===== config.mk =====
export PLATFORM = sky130hd
export DESIGN_NAME = frls_top
export DESIGN_NICKNAME = d
export VERILOG_FILES = /design/src/shared/frls_pkg.sv /design/src/rtl/frls_top.sv /design/src/rtl/frls_fifo.sv
export VERILOG_INCLUDE_DIRS = /design/src /design/src/shared
export SDC_FILE = /design/constraint.sdc
export NUM_CORES = 1
export LEC_CHECK = 0
export BUFFER_PORTS_ARGS = -buffer_cell sky130_fd_sc_hd__clkbuf_2
export CAP_MARGIN = 20
export CORE_ASPECT_RATIO = 1.75
export CORE_MARGIN = 2
export CORE_UTILIZATION = 40
export CTS_BUF_LIST = sky130_fd_sc_hd__clkbuf_8 sky130_fd_sc_hd__clkbuf_16
export CTS_CLUSTER_DIAMETER = 80
export CTS_CLUSTER_SIZE = 28
export DETAILED_ROUTE_END_ITERATION = 7
export PLACE_DENSITY = 0.64
export SYNTH_ARGS = -nofsm -noshare
export SYNTH_HDL_FRONTEND = slang
export SYNTH_HIERARCHICAL = 1
export SYNTH_SLANG_ARGS = --single-unit

===== constraint.sdc =====
create_clock -name clk_sys -period 4.14 [get_ports clk_sys]
set_input_delay 0.828 -clock clk_sys [delete_from_list [all_inputs] [get_ports clk_sys]]
set_output_delay 0.828 -clock clk_sys [all_outputs]
set_load 0.03 [all_outputs]

===== src/shared/frls_cfg.svh =====
// constants for the read latency selector: codes, cycle counts, limits
// assumes the includer wants plain `define macros, guarded once
// Contract
// RL1: code 11b up to 50 MHz, read/fast zero
// RL2: code 11b dual/quad out zero cycles
// RL3: code 00b valid up to 80 MHz
// RL4: code 01b valid up to 90 MHz
// RL5: code 10b valid up to 104 MHz
// RL6: above 104 MHz only fast read, 8 dummies
// RL7: host avoids plain read above 50 MHz
// RL8: codes 00b/01b/10b fast/dual/quad out 8 dummies
// RL9: dual io always 4 mode cycles
// RL10: dual io dummies 0,0,1,2 by code
// RL11: quad io always 2 mode cycles
// RL12: quad io dummies 1,4,4,5 by code
// RL13: host picks code, counts cycles before sampling
`ifndef FRLS_CFG_SVH
`define FRLS_CFG_SVH
// ----------------------------------------------------------------
// latency codes and frequency limits
// ----------------------------------------------------------------
`define FRLS_LC_00        2'b00
`define FRLS_LC_01        2'b01
`define FRLS_LC_10        2'b10
`define FRLS_LC_11        2'b11
`define FRLS_LIM_LC11_MHZ 8'h32
`define FRLS_LIM_LC00_MHZ 8'h50
`define FRLS_LIM_LC01_MHZ 8'h5A
`define FRLS_LIM_LC10_MHZ 8'h68
`define FRLS_LIM_FAST_MHZ 8'h85
// ----------------------------------------------------------------
// cycle counts and fifo depth; ff marks a command unsupported at that rate
// ----------------------------------------------------------------
`define FRLS_CYC_NONE     8'h00
`define FRLS_CYC_UNSUP    8'hFF
`define FRLS_CYC_DUMMY8   8'h08
`define FRLS_DIO_MODE     8'h04
`define FRLS_QIO_MODE     8'h02
`define FRLS_DIO_D_LC01   8'h01
`define FRLS_DIO_D_LC10   8'h02
`define FRLS_QIO_D_LC11   8'h01
`define FRLS_QIO_D_LC0X   8'h04
`define FRLS_QIO_D_LC10   8'h05
`define FRLS_FIFO_DEPTH   8
`endif


===== src/shared/frls_pkg.sv =====
// types for the read latency selector
// assumes frls_cfg.svh is compiled alongside
`default_nettype none
package frls_pkg;
   // ----------------------------------------------------------------
   // read command kinds
   // ----------------------------------------------------------------
   typedef enum logic [2:0] {
      FRLS_RD    = 3'h0,
      FRLS_FAST  = 3'h1,
      FRLS_DOUT  = 3'h2,
      FRLS_QOUT  = 3'h3,
      FRLS_DIO   = 3'h4,
      FRLS_QIO   = 3'h5
   } frls_cmd_e;

   typedef struct packed {
      frls_cmd_e   cmd;       // read kind
      logic [1:0]  lat_code;  // configured latency code
      logic        fast_row;  // serial clock above 104 MHz
   } frls_req_s;

   typedef struct packed {
      logic [7:0]  mode_cyc;  // mode cycles, ff if unsupported
      logic [7:0]  dummy_cyc; // dummy cycles, ff if unsupported
      logic        unsup;     // command not allowed at this setting
   } frls_ans_s;
endpackage
`default_nettype wire


===== src/rtl/frls_top.sv =====
// read latency selector: maps read kind and latency code to cycles
// assumes requests come from logic on clk_sys, answers drained by it
`timescale 1ns/1ps
`default_nettype none
`include "frls_cfg.svh"
module frls_top #(
   parameter int DEPTH = `FRLS_FIFO_DEPTH
) (
   input  wire logic          clk_sys,  // 125 MHz system clock
   input  wire logic          rst_b,    // async reset, low
   input  wire logic          req_vld,  // lookup request offered
   output logic               req_rdy,  // request accepted
   input  wire frls_pkg::frls_req_s req, // read kind and setting
   output logic               ans_vld,  // answer available
   input  wire logic          ans_rdy,  // answer taken
   output frls_pkg::frls_ans_s ans      // mode and dummy counts
);
   import frls_pkg::*;

   typedef enum logic [1:0] {
      ST_IDLE = 2'b01,
      ST_PUSH = 2'b10
   } frls_st_e;

   frls_st_e  st_ff, nxt_st;
   frls_ans_s res_ff, nxt_res;
   logic      rdy_ff, nxt_rdy;
   logic      f_rdy;

   // ----------------------------------------------------------------
   // latency lookup
   // ----------------------------------------------------------------
   // one function so the table lives in a single place
   function automatic frls_ans_s lookup(input frls_req_s r);
      frls_ans_s a;
      a.mode_cyc  = `FRLS_CYC_NONE;
      a.dummy_cyc = `FRLS_CYC_NONE;
      a.unsup     = 1'b0;
      if (r.fast_row) begin
         // only fast read survives the top row
         if (r.cmd == FRLS_FAST && r.lat_code == `FRLS_LC_10) begin
            a.dummy_cyc = `FRLS_CYC_DUMMY8;        // see RL6
         end else begin
            a.mode_cyc  = `FRLS_CYC_UNSUP;         // see RL6
            a.dummy_cyc = `FRLS_CYC_UNSUP;
            a.unsup     = 1'b1;
         end
      end else begin
         case (r.cmd)
            FRLS_RD: begin
               // plain read only at the slowest code
               if (r.lat_code != `FRLS_LC_11) begin
                  a.mode_cyc  = `FRLS_CYC_UNSUP;   // see RL7
                  a.dummy_cyc = `FRLS_CYC_UNSUP;
                  a.unsup     = 1'b1;
               end                                 // see RL1
            end
            FRLS_FAST, FRLS_DOUT, FRLS_QOUT: begin
               if (r.lat_code != `FRLS_LC_11) begin
                  a.dummy_cyc = `FRLS_CYC_DUMMY8;  // see RL8
               end                                 // see RL1, RL2
            end
            FRLS_DIO: begin
               a.mode_cyc = `FRLS_DIO_MODE;        // see RL9
               case (r.lat_code)
                  `FRLS_LC_01: a.dummy_cyc = `FRLS_DIO_D_LC01; // see RL10
                  `FRLS_LC_10: a.dummy_cyc = `FRLS_DIO_D_LC10; // see RL10
                  default:     a.dummy_cyc = `FRLS_CYC_NONE;   // see RL10
               endcase
            end
            FRLS_QIO: begin
               a.mode_cyc = `FRLS_QIO_MODE;        // see RL11
               case (r.lat_code)
                  `FRLS_LC_11: a.dummy_cyc = `FRLS_QIO_D_LC11; // see RL12
                  `FRLS_LC_10: a.dummy_cyc = `FRLS_QIO_D_LC10; // see RL12
                  default:     a.dummy_cyc = `FRLS_QIO_D_LC0X; // see RL12
               endcase
            end
            default: begin
               a.mode_cyc  = `FRLS_CYC_UNSUP;
               a.dummy_cyc = `FRLS_CYC_UNSUP;
               a.unsup     = 1'b1;
            end
         endcase
      end
      // codes 11b/00b/01b/10b cover 50/80/90/104 MHz rows
      return a;                                    // see RL3, RL4, RL5
   endfunction

   // ----------------------------------------------------------------
   // take a request, then push its answer into the fifo
   // ----------------------------------------------------------------
   // one request in flight; trades rate for a registered req_rdy
   always_comb begin
      nxt_st  = st_ff;
      nxt_res = res_ff;
      nxt_rdy = rdy_ff;
      case (st_ff)
         ST_IDLE: begin
            if (req_vld && rdy_ff) begin
               nxt_res = lookup(req);
               nxt_st  = ST_PUSH;
               nxt_rdy = 1'b0;
            end else begin
               nxt_rdy = 1'b1;
            end
         end
         ST_PUSH: begin
            if (f_rdy) begin
               nxt_st  = ST_IDLE;
               nxt_rdy = 1'b1;
            end
         end
         default: begin
            nxt_st  = ST_IDLE;
            nxt_rdy = 1'b0;
         end
      endcase
   end

   always_ff @(posedge clk_sys or negedge rst_b) begin
      if (!rst_b) begin
         st_ff  <= ST_IDLE;
         res_ff <= '0;
         rdy_ff <= 1'b0;
      end else begin
         st_ff  <= nxt_st;
         res_ff <= nxt_res;
         rdy_ff <= nxt_rdy;
      end
   end

   assign req_rdy = rdy_ff;

   // ----------------------------------------------------------------
   // answer buffer
   // ----------------------------------------------------------------
   // a stalled drain fills it, then the state machine holds in push
   frls_fifo #(
      .W ($bits(frls_ans_s)),
      .D (DEPTH)
   ) u_fifo (
      .clk_sys (clk_sys),
      .rst_b   (rst_b),
      .in_vld  (st_ff == ST_PUSH),
      .in_rdy  (f_rdy),
      .in_dat  (res_ff),
      .out_vld (ans_vld),
      .out_rdy (ans_rdy),
      .out_dat (ans)
   );
endmodule
`default_nettype wire


===== src/rtl/frls_fifo.sv =====
// small synchronous fifo with valid/ready on both sides
// assumes one clock, reset asynchronous active low
`timescale 1ns/1ps
`default_nettype none
module frls_fifo #(
   parameter int W = 17,
   parameter int D = 8
) (
   input  wire logic         clk_sys, // system clock
   input  wire logic         rst_b,   // async reset, low
   input  wire logic         in_vld,  // write offered
   output logic              in_rdy,  // room for a word
   input  wire logic [W-1:0] in_dat,  // write data
   output logic              out_vld, // word available
   input  wire logic         out_rdy, // drain accepts
   output logic [W-1:0]      out_dat  // read data, registered
);
   localparam int AW = $clog2(D);
   logic [W-1:0]  mem_ff [D];
   logic [AW-1:0] wp_ff, nxt_wp, rp_ff, nxt_rp;
   logic [AW:0]   cnt_ff, nxt_cnt;
   logic [W-1:0]  head_ff, nxt_head;
   logic          vld_ff, nxt_vld;
   logic          wr, rd;

   // ----------------------------------------------------------------
   // pointer and count update
   // ----------------------------------------------------------------
   // head word kept in out_dat so the read side sees a flop
   always_comb begin
      wr      = in_vld && in_rdy;
      rd      = out_vld && out_rdy;
      nxt_wp  = wr ? AW'(wp_ff + 1'b1) : wp_ff;
      nxt_rp  = rd ? AW'(rp_ff + 1'b1) : rp_ff;
      nxt_cnt = (AW+1)'(cnt_ff + wr - rd);
      nxt_vld = (nxt_cnt != '0);
      // a word written into the slot about to become head goes straight to the head as it is stored
      nxt_head = (wr && (wp_ff == nxt_rp)) ? in_dat : mem_ff[nxt_rp];
   end

   always_ff @(posedge clk_sys or negedge rst_b) begin
      if (!rst_b) begin
         wp_ff  <= '0;
         rp_ff  <= '0;
         cnt_ff <= '0;
         head_ff <= '0;
         vld_ff <= 1'b0;
      end else begin
         wp_ff  <= nxt_wp;
         rp_ff  <= nxt_rp;
         cnt_ff <= nxt_cnt;
         head_ff <= nxt_head;
         vld_ff <= nxt_vld;
      end
   end

   // storage has no reset; only written words are ever read
   always_ff @(posedge clk_sys) begin
      if (wr) begin
         mem_ff[wp_ff] <= in_dat;
      end
   end

   assign in_rdy  = (cnt_ff != (AW+1)'(D));
   // both read-side outputs are flops, same timing as the count
   assign out_vld = vld_ff;
   assign out_dat = head_ff;
endmodule
`default_nettype wire


==> results of run 1 <==
## area by class of cell
cell class,count,area (um^2)
clock buffer,17,425
clock inverter,15,130
fill,1818,11400
inverter,13,51.3
multi-input combinational,469,3130
sequential,175,5070
tap,252,315
timing repair buffer,47,295
## kinds of logic after synthesis
| logic type | after synthesis | share of synthesized area |
|---|---|---|
| buf+inv | 74 | 0.0404 |
| mux | 1 | 0.00118 |
| compound gates | 147 | 0.137 |
| xor+xnor | 8 | 0.0133 |
| fa+ha+maj | 10 | 0.0156 |
| simple gates | 303 | 0.197 |
| flops | 175 | 0.596 |
## sequential cells by signal, summed over array words and instances (netlist names)
name / cells
u_fifo/mem_ff: 136
u_fifo/out_vld: 1
st_ff: 2
res_ff: 8
u_fifo/wp_ff: 3
req_rdy: 1
u_fifo/cnt_ff: 4
u_fifo/out_dat: 17
u_fifo/rp_ff: 3
## where the power goes
| part | leakage (nW) | internal, mW | switching (mW) |
|---|---|---|---|
| Sequential | 1.69 | 2.33 | 0.331 |
| Clock | 0.279 | 0.788 | 0.709 |
| Combinational | 1.24 | 1.04 | 1.90 |
## placed cells by master, fill, tap and decap left out, types with 8 or more instances in the layout
cell,instances
edfxtp_1,136
nor3_1,69
nor2_1,61
nand2b_1,37
nand3_1,36
nor2b_1,36
dfrtp_1,35
o211ai_1,34
a2bb2oi_1,34
nand4b_1,34
o311ai_1,34
clkbuf_2,28
a31oi_1,18
buf_4,18
clkbuf_16,17
inv_1,13
nand2_1,12
a21oi_1,10
ha_1,8
## final timing paths
kind | start | endpoint | slack, ns
min | rst_b | u_fifo/cnt_ff[1]$_DFF_PN0_ | 0.42
min reg2reg | st_ff[0]$_DFFE_PN1P_ | st_ff[0]$_DFFE_PN1P_ | 0.52
max | u_fifo/cnt_ff[2]$_DFF_PN0_ | u_fifo/out_vld$_DFF_PN0_ | 0.99
min in group clk_sys | st_ff[0]$_DFFE_PN1P_ | st_ff[0]$_DFFE_PN1P_ | 0.52
max in group asynchronous | rst_b | u_fifo/rp_ff[0]$_DFF_PN0_ | 2.97
max reg2reg | u_fifo/cnt_ff[2]$_DFF_PN0_ | u_fifo/out_vld$_DFF_PN0_ | 0.99
## critical path: cells and delay by family (launching register included)
family	cells	cell delay, ns
buffers and inverters	5	0.49
DFF	1	0.36
and+or+nand+nor	3	1.14
adders and majority gates	4	1.05
## routing by layer
| metal | GRT usage | vias up |
|---|---|---|
| met3 | 0.0258 | 39 |
| met4 | 0.0921 | 0 |
| li1 | - | 2779 |
| met5 | 0 | - |
| met2 | 0.364 | 182 |
| met1 | 0.199 | 2954 |
## stage by stage
step / instance area, um^2 / total power [mW]
detailed placement: 8860 / 5.62
finish: 9420 / 7.10
global placement: 8860 / 5.46
CTS: 9420 / 7.12
global route: 9420 / 7.50
floorplan: 8500 / 4.81
==> reports/metrics.csv, run 1 <==
metric;value;unit
status;completed;
cts.sinks;175;
dp_slack;0.999;ns
timing.final.crit_share;0.761;
num_rows;70;
fin_setup_tns;0;ns
drtAntennaViolNets;0;
drt_wl_total;20600;um
cts_htree_levels;4;
cts_setup_buffers;0;
syn_inst;718;
gp_congestion;0.830;
final_max_slew_viol_count;0;
fin_crit;3.15;ns
netlist_area;8500;um^2
cts_inserted_buffers;17;
cp-start-kind;register;
portBuffers;28;
setup_viol;0;
synth_nets;738;
antenna_cells;0;
drive_above_1_share;0.130;
leakage;3.21;nW
ys_seq_elements;175;
slowest_delay;0.51;ns
tightest_slew;1.06;ns
grt_overflow;0;
highest_layer;met4;
met2_length;11500;um
cts_tree;done;
met1_length;7840;um
synth_edf_count;136;
seq_area_frac_synth;0.596;
cts_hold_buffers;0;
clock-root-buffer;clkbuf_16;
antenna_found_initial;0;
cpMostUsedCell;inv_1;
cts.repair.resized;0;
arrival;3.45;ns
grt_max_degree;70;
grt_pass1_wl;32800;um
routed_via_density;6.03;
clk_path_buf_depth;2;
end_kind;register;
dp.cells;956;
yosys-top-cells-area;edfxtp_1 (48%), dfrtp_1 (11%), nor3_1 (4.3%);
rsz0062_at_grt;no;
slowest_stage;or4_1;
drtIter0Drc;492;
dr.pass1.iters;5;
hold-worst-slack;0.424;ns
crit_fanout;6;
fin_cells;988;
skew;0.0141;ns
vias;5954;
final_nets;743;
crit_chain;inv_1, ha_1, or3b_1, and2_1, inv_1, ha_1, inv_1, ha_1, inv_1, fa_1, inv_1, or4_1;
num_io_pins;29;
core-area;20800;um^2
ir_drop;0.346;mV
first_global_vias;6261;
power.density;754;nW/um^2
syn2layout_area_growth;10.8;%
worstHoldPathType;input pin to async pin;
synth.distinct_cells;49;
synth_top_cell_by_area;edfxtp_1;
cp.required;4.44;ns
start_util;0.408;
setup_ws;0.989;ns
met3WireLength;719;um
die_y;197;um
final-hold-violation-count;0;
yosys_warnings;6;
post-route-util;0.452;
slew_headroom;0.295;
die_x;114;um
wire_per_inst;20.8;um
synth.most_common_cell;edfxtp_1;
clock_latency;0.43;ns
async_flop_share;0.223;
hpwl;12100;um
grt_use_total;0.190;
max-cap-violations;0;
clk_pin_slew_worst_paths;0.07;ns
dieArea;22500;um^2
synthTopCellsByCount;edfxtp_1 (136), nor3_1 (73), nor2_1 (61);
syn_area_per_cell;11.8;um^2
synth-main-ff-cell;edfxtp_1;
drt_drc_violations_left;0;
timing.fmax;317;MHz
reg2reg_depth;12;
yosysTopAreaCellShare;0.481;
critical_path_class;register to register;
No activity file was read; power rests on OpenSTA's default activity.
==> run 2: changes to the inputs <==
--- a/config.mk
+++ b/config.mk
@@ -15,7 +15,7 @@
 export CTS_CLUSTER_DIAMETER = 80
 export CTS_CLUSTER_SIZE = 28
 export DETAILED_ROUTE_END_ITERATION = 7
-export PLACE_DENSITY = 0.64
+export PLACE_DENSITY = 0.67
 export SYNTH_ARGS = -nofsm -noshare
 export SYNTH_HDL_FRONTEND = slang
 export SYNTH_HIERARCHICAL = 1
==> constraint.sdc (replaced) <==
create_clock -name clk_sys -period 2.6 [get_ports clk_sys]
set_input_delay 0.52 -clock clk_sys [delete_from_list [all_inputs] [get_ports clk_sys]]
set_output_delay 0.52 -clock clk_sys [all_outputs]
set_load 0.03 [all_outputs]
==> run 2 against run 1 <==
  * The flow now finishes with violations (negative setup slack)
  * Setup slack got worse by 1.1 ns
  * Sequential power up 53%
  * Power is 64% higher
  * Wire length fell by 5.9%
  * Fmax is 17% higher
  * Core utilization rose by 1.3 points
  * Clock power grew 61%
  * Critical path depth unchanged
  * First-iteration DRC count up 11%
  * Non-clock buffer count is 16 higher
  * Register-to-register slack worse by 1.1 ns
  * Largest cell class unchanged
  * Highest routed layer unchanged
==> reports/metrics.csv, run 2 (same netlist as run 1, synthesis figures left out) <==
metric;value;unit
clock_latency;0.43;ns
final_max_slew_viol_count;0;
cts_setup_buffers;0;
final_nets;759;
path_delay_family;simple AND/OR/NAND/NOR gates;
gp_congestion;0.769;
portBuffers;28;
syn2layout_area_growth;14.1;%
num_rows;70;
final_cell_mix;edfxtp_1 (136), nor3_1 (69), nor2_1 (61);
drive_above_1_share;0.162;
routed_via_density;6.04;
arrival;3.00;ns
num_io_pins;29;
rsz0062_at_grt;yes;
cts_inserted_buffers;17;
setup_viol;1;
dieArea;22500;um^2
wire_per_inst;19.3;um
start_util;0.408;
worstHoldPathType;input pin to async pin;
clock-root-buffer;clkbuf_16;
grt_overflow;0;
final-hold-violation-count;0;
timing.fmax;372;MHz
clkPwrFrac;0.207;
grt_pass1_wl;30300;um
die_y;197;um
leakage;3.32;nW
cts.sinks;175;
setup_ws;-0.0911;ns
crit_fanout;2;
power.density;1200;nW/um^2
crit_buf_inv;5;
dr.pass1.iters;5;
drtIter0Drc;548;
slowest_delay;0.49;ns
hpwl;11000;um
cts_htree_levels;4;
violations;negative setup slack;
antenna_cells;0;
seqPwrFrac;0.348;
slew_headroom;0.430;
cp-start-kind;register;
clk_pin_slew_worst_paths;0.07;ns
largest_register_ff_count;136;
p_comb_frac;0.444;
crit_chain;inv_2, ha_4, or3b_4, and2_4, clkinv_4, ha_4, inv_2, ha_4, inv_2, fa_1, inv_1, or4_1;
timing.final.crit_share;1.04;
skew;0.0111;ns
first_global_vias;5926;
switching_share;0.406;
cp.required;2.91;ns
max-cap-violations;0;
top_register;u_fifo/mem_ff;
vias;6062;
tightest_slew;0.855;ns
p_int;6.93;mW
drt_drc_violations_left;0;
slowest_stage;or4_1;
cts_tree;done;
core-area;20800;um^2
die_x;114;um
clk_path_buf_depth;2;
ir_drop;0.750;mV
dp_slack;-0.186;ns
n_fill_cell;1842;
grt_use_total;0.177;
end_kind;register;
status;finished with violations;
drtAntennaViolNets;0;
drt_wl_total;19400;um
post-route-util;0.465;
grt_max_degree;86;
critical_path_class;register to register;
antenna_found_initial;0;
fin_crit;2.69;ns
layout_commonest_cell;edfxtp_1;
switchingPower;4.74;mW
-- run 2: layer usage --
metal	global-route usage	vias to the layer above	share of wire
met5	0	-	0
met4	0.0962	0	0.035
met3	0.0292	46	0.041
met2	0.323	184	0.53
met1	0.191	3014	0.39
li1	-	2818	-
-- run 2: stage by stage --
| step | cell area (um^2) | instances | total power, mW | hold slack [ns] | TNS [ns] |
|---|---|---|---|---|---|
| finish | 9690 | 1004 | 11.7 | 0.133 | -0.0911 |
| global route | 9690 | 1004 | 12.3 | 0.192 | -0.186 |
| CTS | 9690 | 1004 | 11.7 | 0.149 | -0.109 |
| detailed placement | 9110 | 972 | 9.29 | 0.503 | -0.186 |
| global placement | 9110 | 972 | 9.22 | 0.494 | -0.140 |
| floorplan | 8550 | 718 | 7.71 | 0.224 | -1.95 |
-- run 2: cell type report --
| type | instances | area (um^2) | area share |
|---|---|---|---|
| flip-flops and latches | 175 | 5070 | 0.523 |
| multi-input cells | 469 | 3180 | 0.329 |
| repair buffers | 63 | 503 | 0.0519 |
| clock buffers | 18 | 439 | 0.0453 |
| well taps | 252 | 315 | 0.0325 |
| clock inverters | 14 | 125 | 0.0129 |
| inverters | 13 | 56.3 | 0.00581 |
-- run 2: repair_timing --
item / in CTS / in global routing
resized for setup: 4 / 1
hold buffers: 0 / 0
pin swaps: 0 / 0
setup endpoints to repair: 1 / 1
-- run 2: final timing paths --
kind / slack (ns) / end / cells past startpoint / from
max in group asynchronous: 1.78 / u_fifo/out_dat[11]$_DFF_PN0_ / 2 / rst_b
min: 0.13 / u_fifo/cnt_ff[2]$_DFF_PN0_ / 1 / rst_b
min reg2reg: 0.51 / st_ff[0]$_DFFE_PN1P_ / 2 / st_ff[0]$_DFFE_PN1P_
max: -0.09 / u_fifo/out_vld$_DFF_PN0_ / 12 / u_fifo/cnt_ff[2]$_DFF_PN0_
min in group clk_sys: 0.44 / u_fifo/rp_ff[1]$_DFF_PN0_ / 3 / ans_rdy
max reg2reg: -0.09 / u_fifo/out_vld$_DFF_PN0_ / 12 / u_fifo/cnt_ff[2]$_DFF_PN0_
-- run 2: power groups by stage --
stage	Combinational (mW)	Sequential [mW]	Clock (mW)
final	5.19	4.07	2.42
after global routing	5.63	4.13	2.57
after CTS	5.20	4.07	2.46
after detailed placement	5.16	4.13	0
after global placement	5.10	4.12	0
after floorplan	3.35	4.36	0
==> run 3: changes to the inputs <==
--- a/config.mk
+++ b/config.mk
@@ -15,7 +15,9 @@
 export CTS_CLUSTER_DIAMETER = 80
 export CTS_CLUSTER_SIZE = 28
 export DETAILED_ROUTE_END_ITERATION = 7
+export MAX_ROUTING_LAYER = met4
 export PLACE_DENSITY = 0.67
+export SLEW_MARGIN = 30
 export SYNTH_ARGS = -nofsm -noshare
 export SYNTH_HDL_FRONTEND = slang
 export SYNTH_HIERARCHICAL = 1
==> run 3 against run 2 <==
  * The run still ends with negative setup slack left
  * Die area did not move
  * Via count barely moved
  * Hold slack got worse by 0.0064 ns
  * Cell area did not move
  * Largest power group unchanged
==> reports/metrics.csv, run 3 (same netlist as run 1, synthesis figures left out) <==
metric;value;unit
syn2layout_area_growth;14.1;%
power.density;1210;nW/um^2
critical_path_class;register to register;
rsz0062_at_grt;yes;
clock_latency;0.43;ns
p_comb_frac;0.445;
max-cap-violations;0;
antenna_cells;0;
wire_per_inst;19.3;um
reg2reg_from;u_fifo/cnt_ff[2]$_DFF_PN0_;
tightest_slew;0.858;ns
fin_setup_tns;-0.0912;ns
ir_drop;0.750;mV
cts_hold_buffers;0;
cts_tree;done;
leakage;3.32;nW
grt_pass1_wl;30300;um
grt_max_degree;86;
drive_above_1_share;0.162;
grt_overflow;0;
skew;0.0113;ns
drt_wl_total;19400;um
final_max_slew_viol_count;0;
clk_pin_slew_worst_paths;0.07;ns
cts.sinks;175;
crit_fanout;2;
drt_drc_violations_left;0;
setup_viol;1;
largest_register_ff_count;136;
reg2reg_depth;12;
layout_commonest_cell;edfxtp_1;
switching_share;0.406;
dp_slack;-0.186;ns
gp_congestion;0.779;
grt_use_total;0.182;
clock-root-buffer;clkbuf_16;
arrival;3.00;ns
cp.required;2.91;ns
clkPwrFrac;0.207;
final_cell_mix;edfxtp_1 (136), nor3_1 (69), nor2_1 (61);
setup_ws;-0.0912;ns
dr.pass1.iters;5;
seqPwrFrac;0.348;
reg2reg_slack;-0.09;ns
die_y;197;um
end_kind;register;
clk_path_buf_depth;2;
status;finished with violations;
top_register;u_fifo/mem_ff;
worst_r2r_endpoint;u_fifo/out_vld$_DFF_PN0_;
final-hold-violation-count;0;
violations;negative setup slack;
timing.fmax;372;MHz
portBuffers;28;
dieArea;22500;um^2
cts_htree_levels;4;
cts_inserted_buffers;17;
cp-start-kind;register;
core-area;20800;um^2
first_global_vias;5934;
fin_crit;2.69;ns
switchingPower;4.74;mW
num_rows;70;
vias;6058;
timing.final.crit_share;1.04;
drtAntennaViolNets;0;
hpwl;11000;um
die_x;114;um
final_nets;759;
slew_headroom;0.428;
antenna_found_initial;0;
start_util;0.408;
drtIter0Drc;513;
routed_via_density;6.03;
num_io_pins;29;
worstHoldPathType;input pin to async pin;
p_int;6.93;mW
run 3: critical path, stage by stage, from the launching register on:
cell and delay [ns]:
dfrtp_1 0.38, inv_2 0.08, ha_4 0.12, or3b_4 0.37, and2_4 0.16, clkinv_4 0.05
ha_4 0.18, inv_2 0.06, ha_4 0.12, inv_2 0.03, fa_1 0.48, inv_1 0.06
or4_1 0.49
run 3: stage by stage:
stage	cells	hold slack, ns	cell area, um^2	total power, mW	utilization
final	1004	0.127	9690	11.7	0.465
after global routing	1004	0.194	9690	12.3	0.465
after CTS	1004	0.149	9690	11.7	0.465
after detailed placement	972	0.503	9110	9.29	0.437
after global placement	972	0.494	9110	9.22	0.437
after floorplan	718	0.224	8550	7.71	-
run 3: final cells by class:
| type | instances | area, um^2 |
|---|---|---|
| Fill cell | 1842 | 11200 |
| Clock buffer | 18 | 439 |
| Clock inverter | 14 | 125 |
| Sequential cell | 175 | 5070 |
| Timing Repair Buffer | 63 | 503 |
| Tap cell | 252 | 315 |
| Multi-Input combinational cell | 469 | 3180 |
| Inverter | 13 | 56.3 |
run 3: how the worst max path moves through the flow:
stage / slack, ns / from / endpoint
floorplan: -0.17 / u_fifo/cnt_ff[2]$_DFF_PN0_ / u_fifo/out_vld$_DFF_PN0_
global placement: -0.14 / u_fifo/cnt_ff[2]$_DFF_PN0_ / u_fifo/out_vld$_DFF_PN0_
detailed placement: -0.19 / u_fifo/cnt_ff[2]$_DFF_PN0_ / u_fifo/out_vld$_DFF_PN0_
CTS: -0.11 / u_fifo/cnt_ff[2]$_DFF_PN0_ / u_fifo/out_vld$_DFF_PN0_
global route: -0.19 / u_fifo/cnt_ff[2]$_DFF_PN0_ / u_fifo/out_vld$_DFF_PN0_
finish: -0.09 / u_fifo/cnt_ff[2]$_DFF_PN0_ / u_fifo/out_vld$_DFF_PN0_
run 3: power by group through the flow:
stage	Combinational (mW)	Clock [mW]	Sequential, mW
global route	5.63	2.57	4.13
detailed placement	5.16	0	4.13
CTS	5.20	2.46	4.07
floorplan	3.35	0	4.36
finish	5.20	2.41	4.06
global placement	5.10	0	4.12
run 3: repair_timing:
action                     4_1_cts  5_1_grt
setup endpoints to repair        1        1
setup buffers                    0        0
resized for setup                4        1
run 3: metal layers:
metal / track usage / vias to the layer above / share of wire / wire, um
met2: 0.324 / 200 / 0.54 / 10500
met4: 0.0958 / 0 / 0.034 / 664
met3: 0.0274 / 47 / 0.046 / 890
met5: - / - / 0 / 0
met1: 0.191 / 2993 / 0.38 / 7330
li1: - / 2818 / - / -
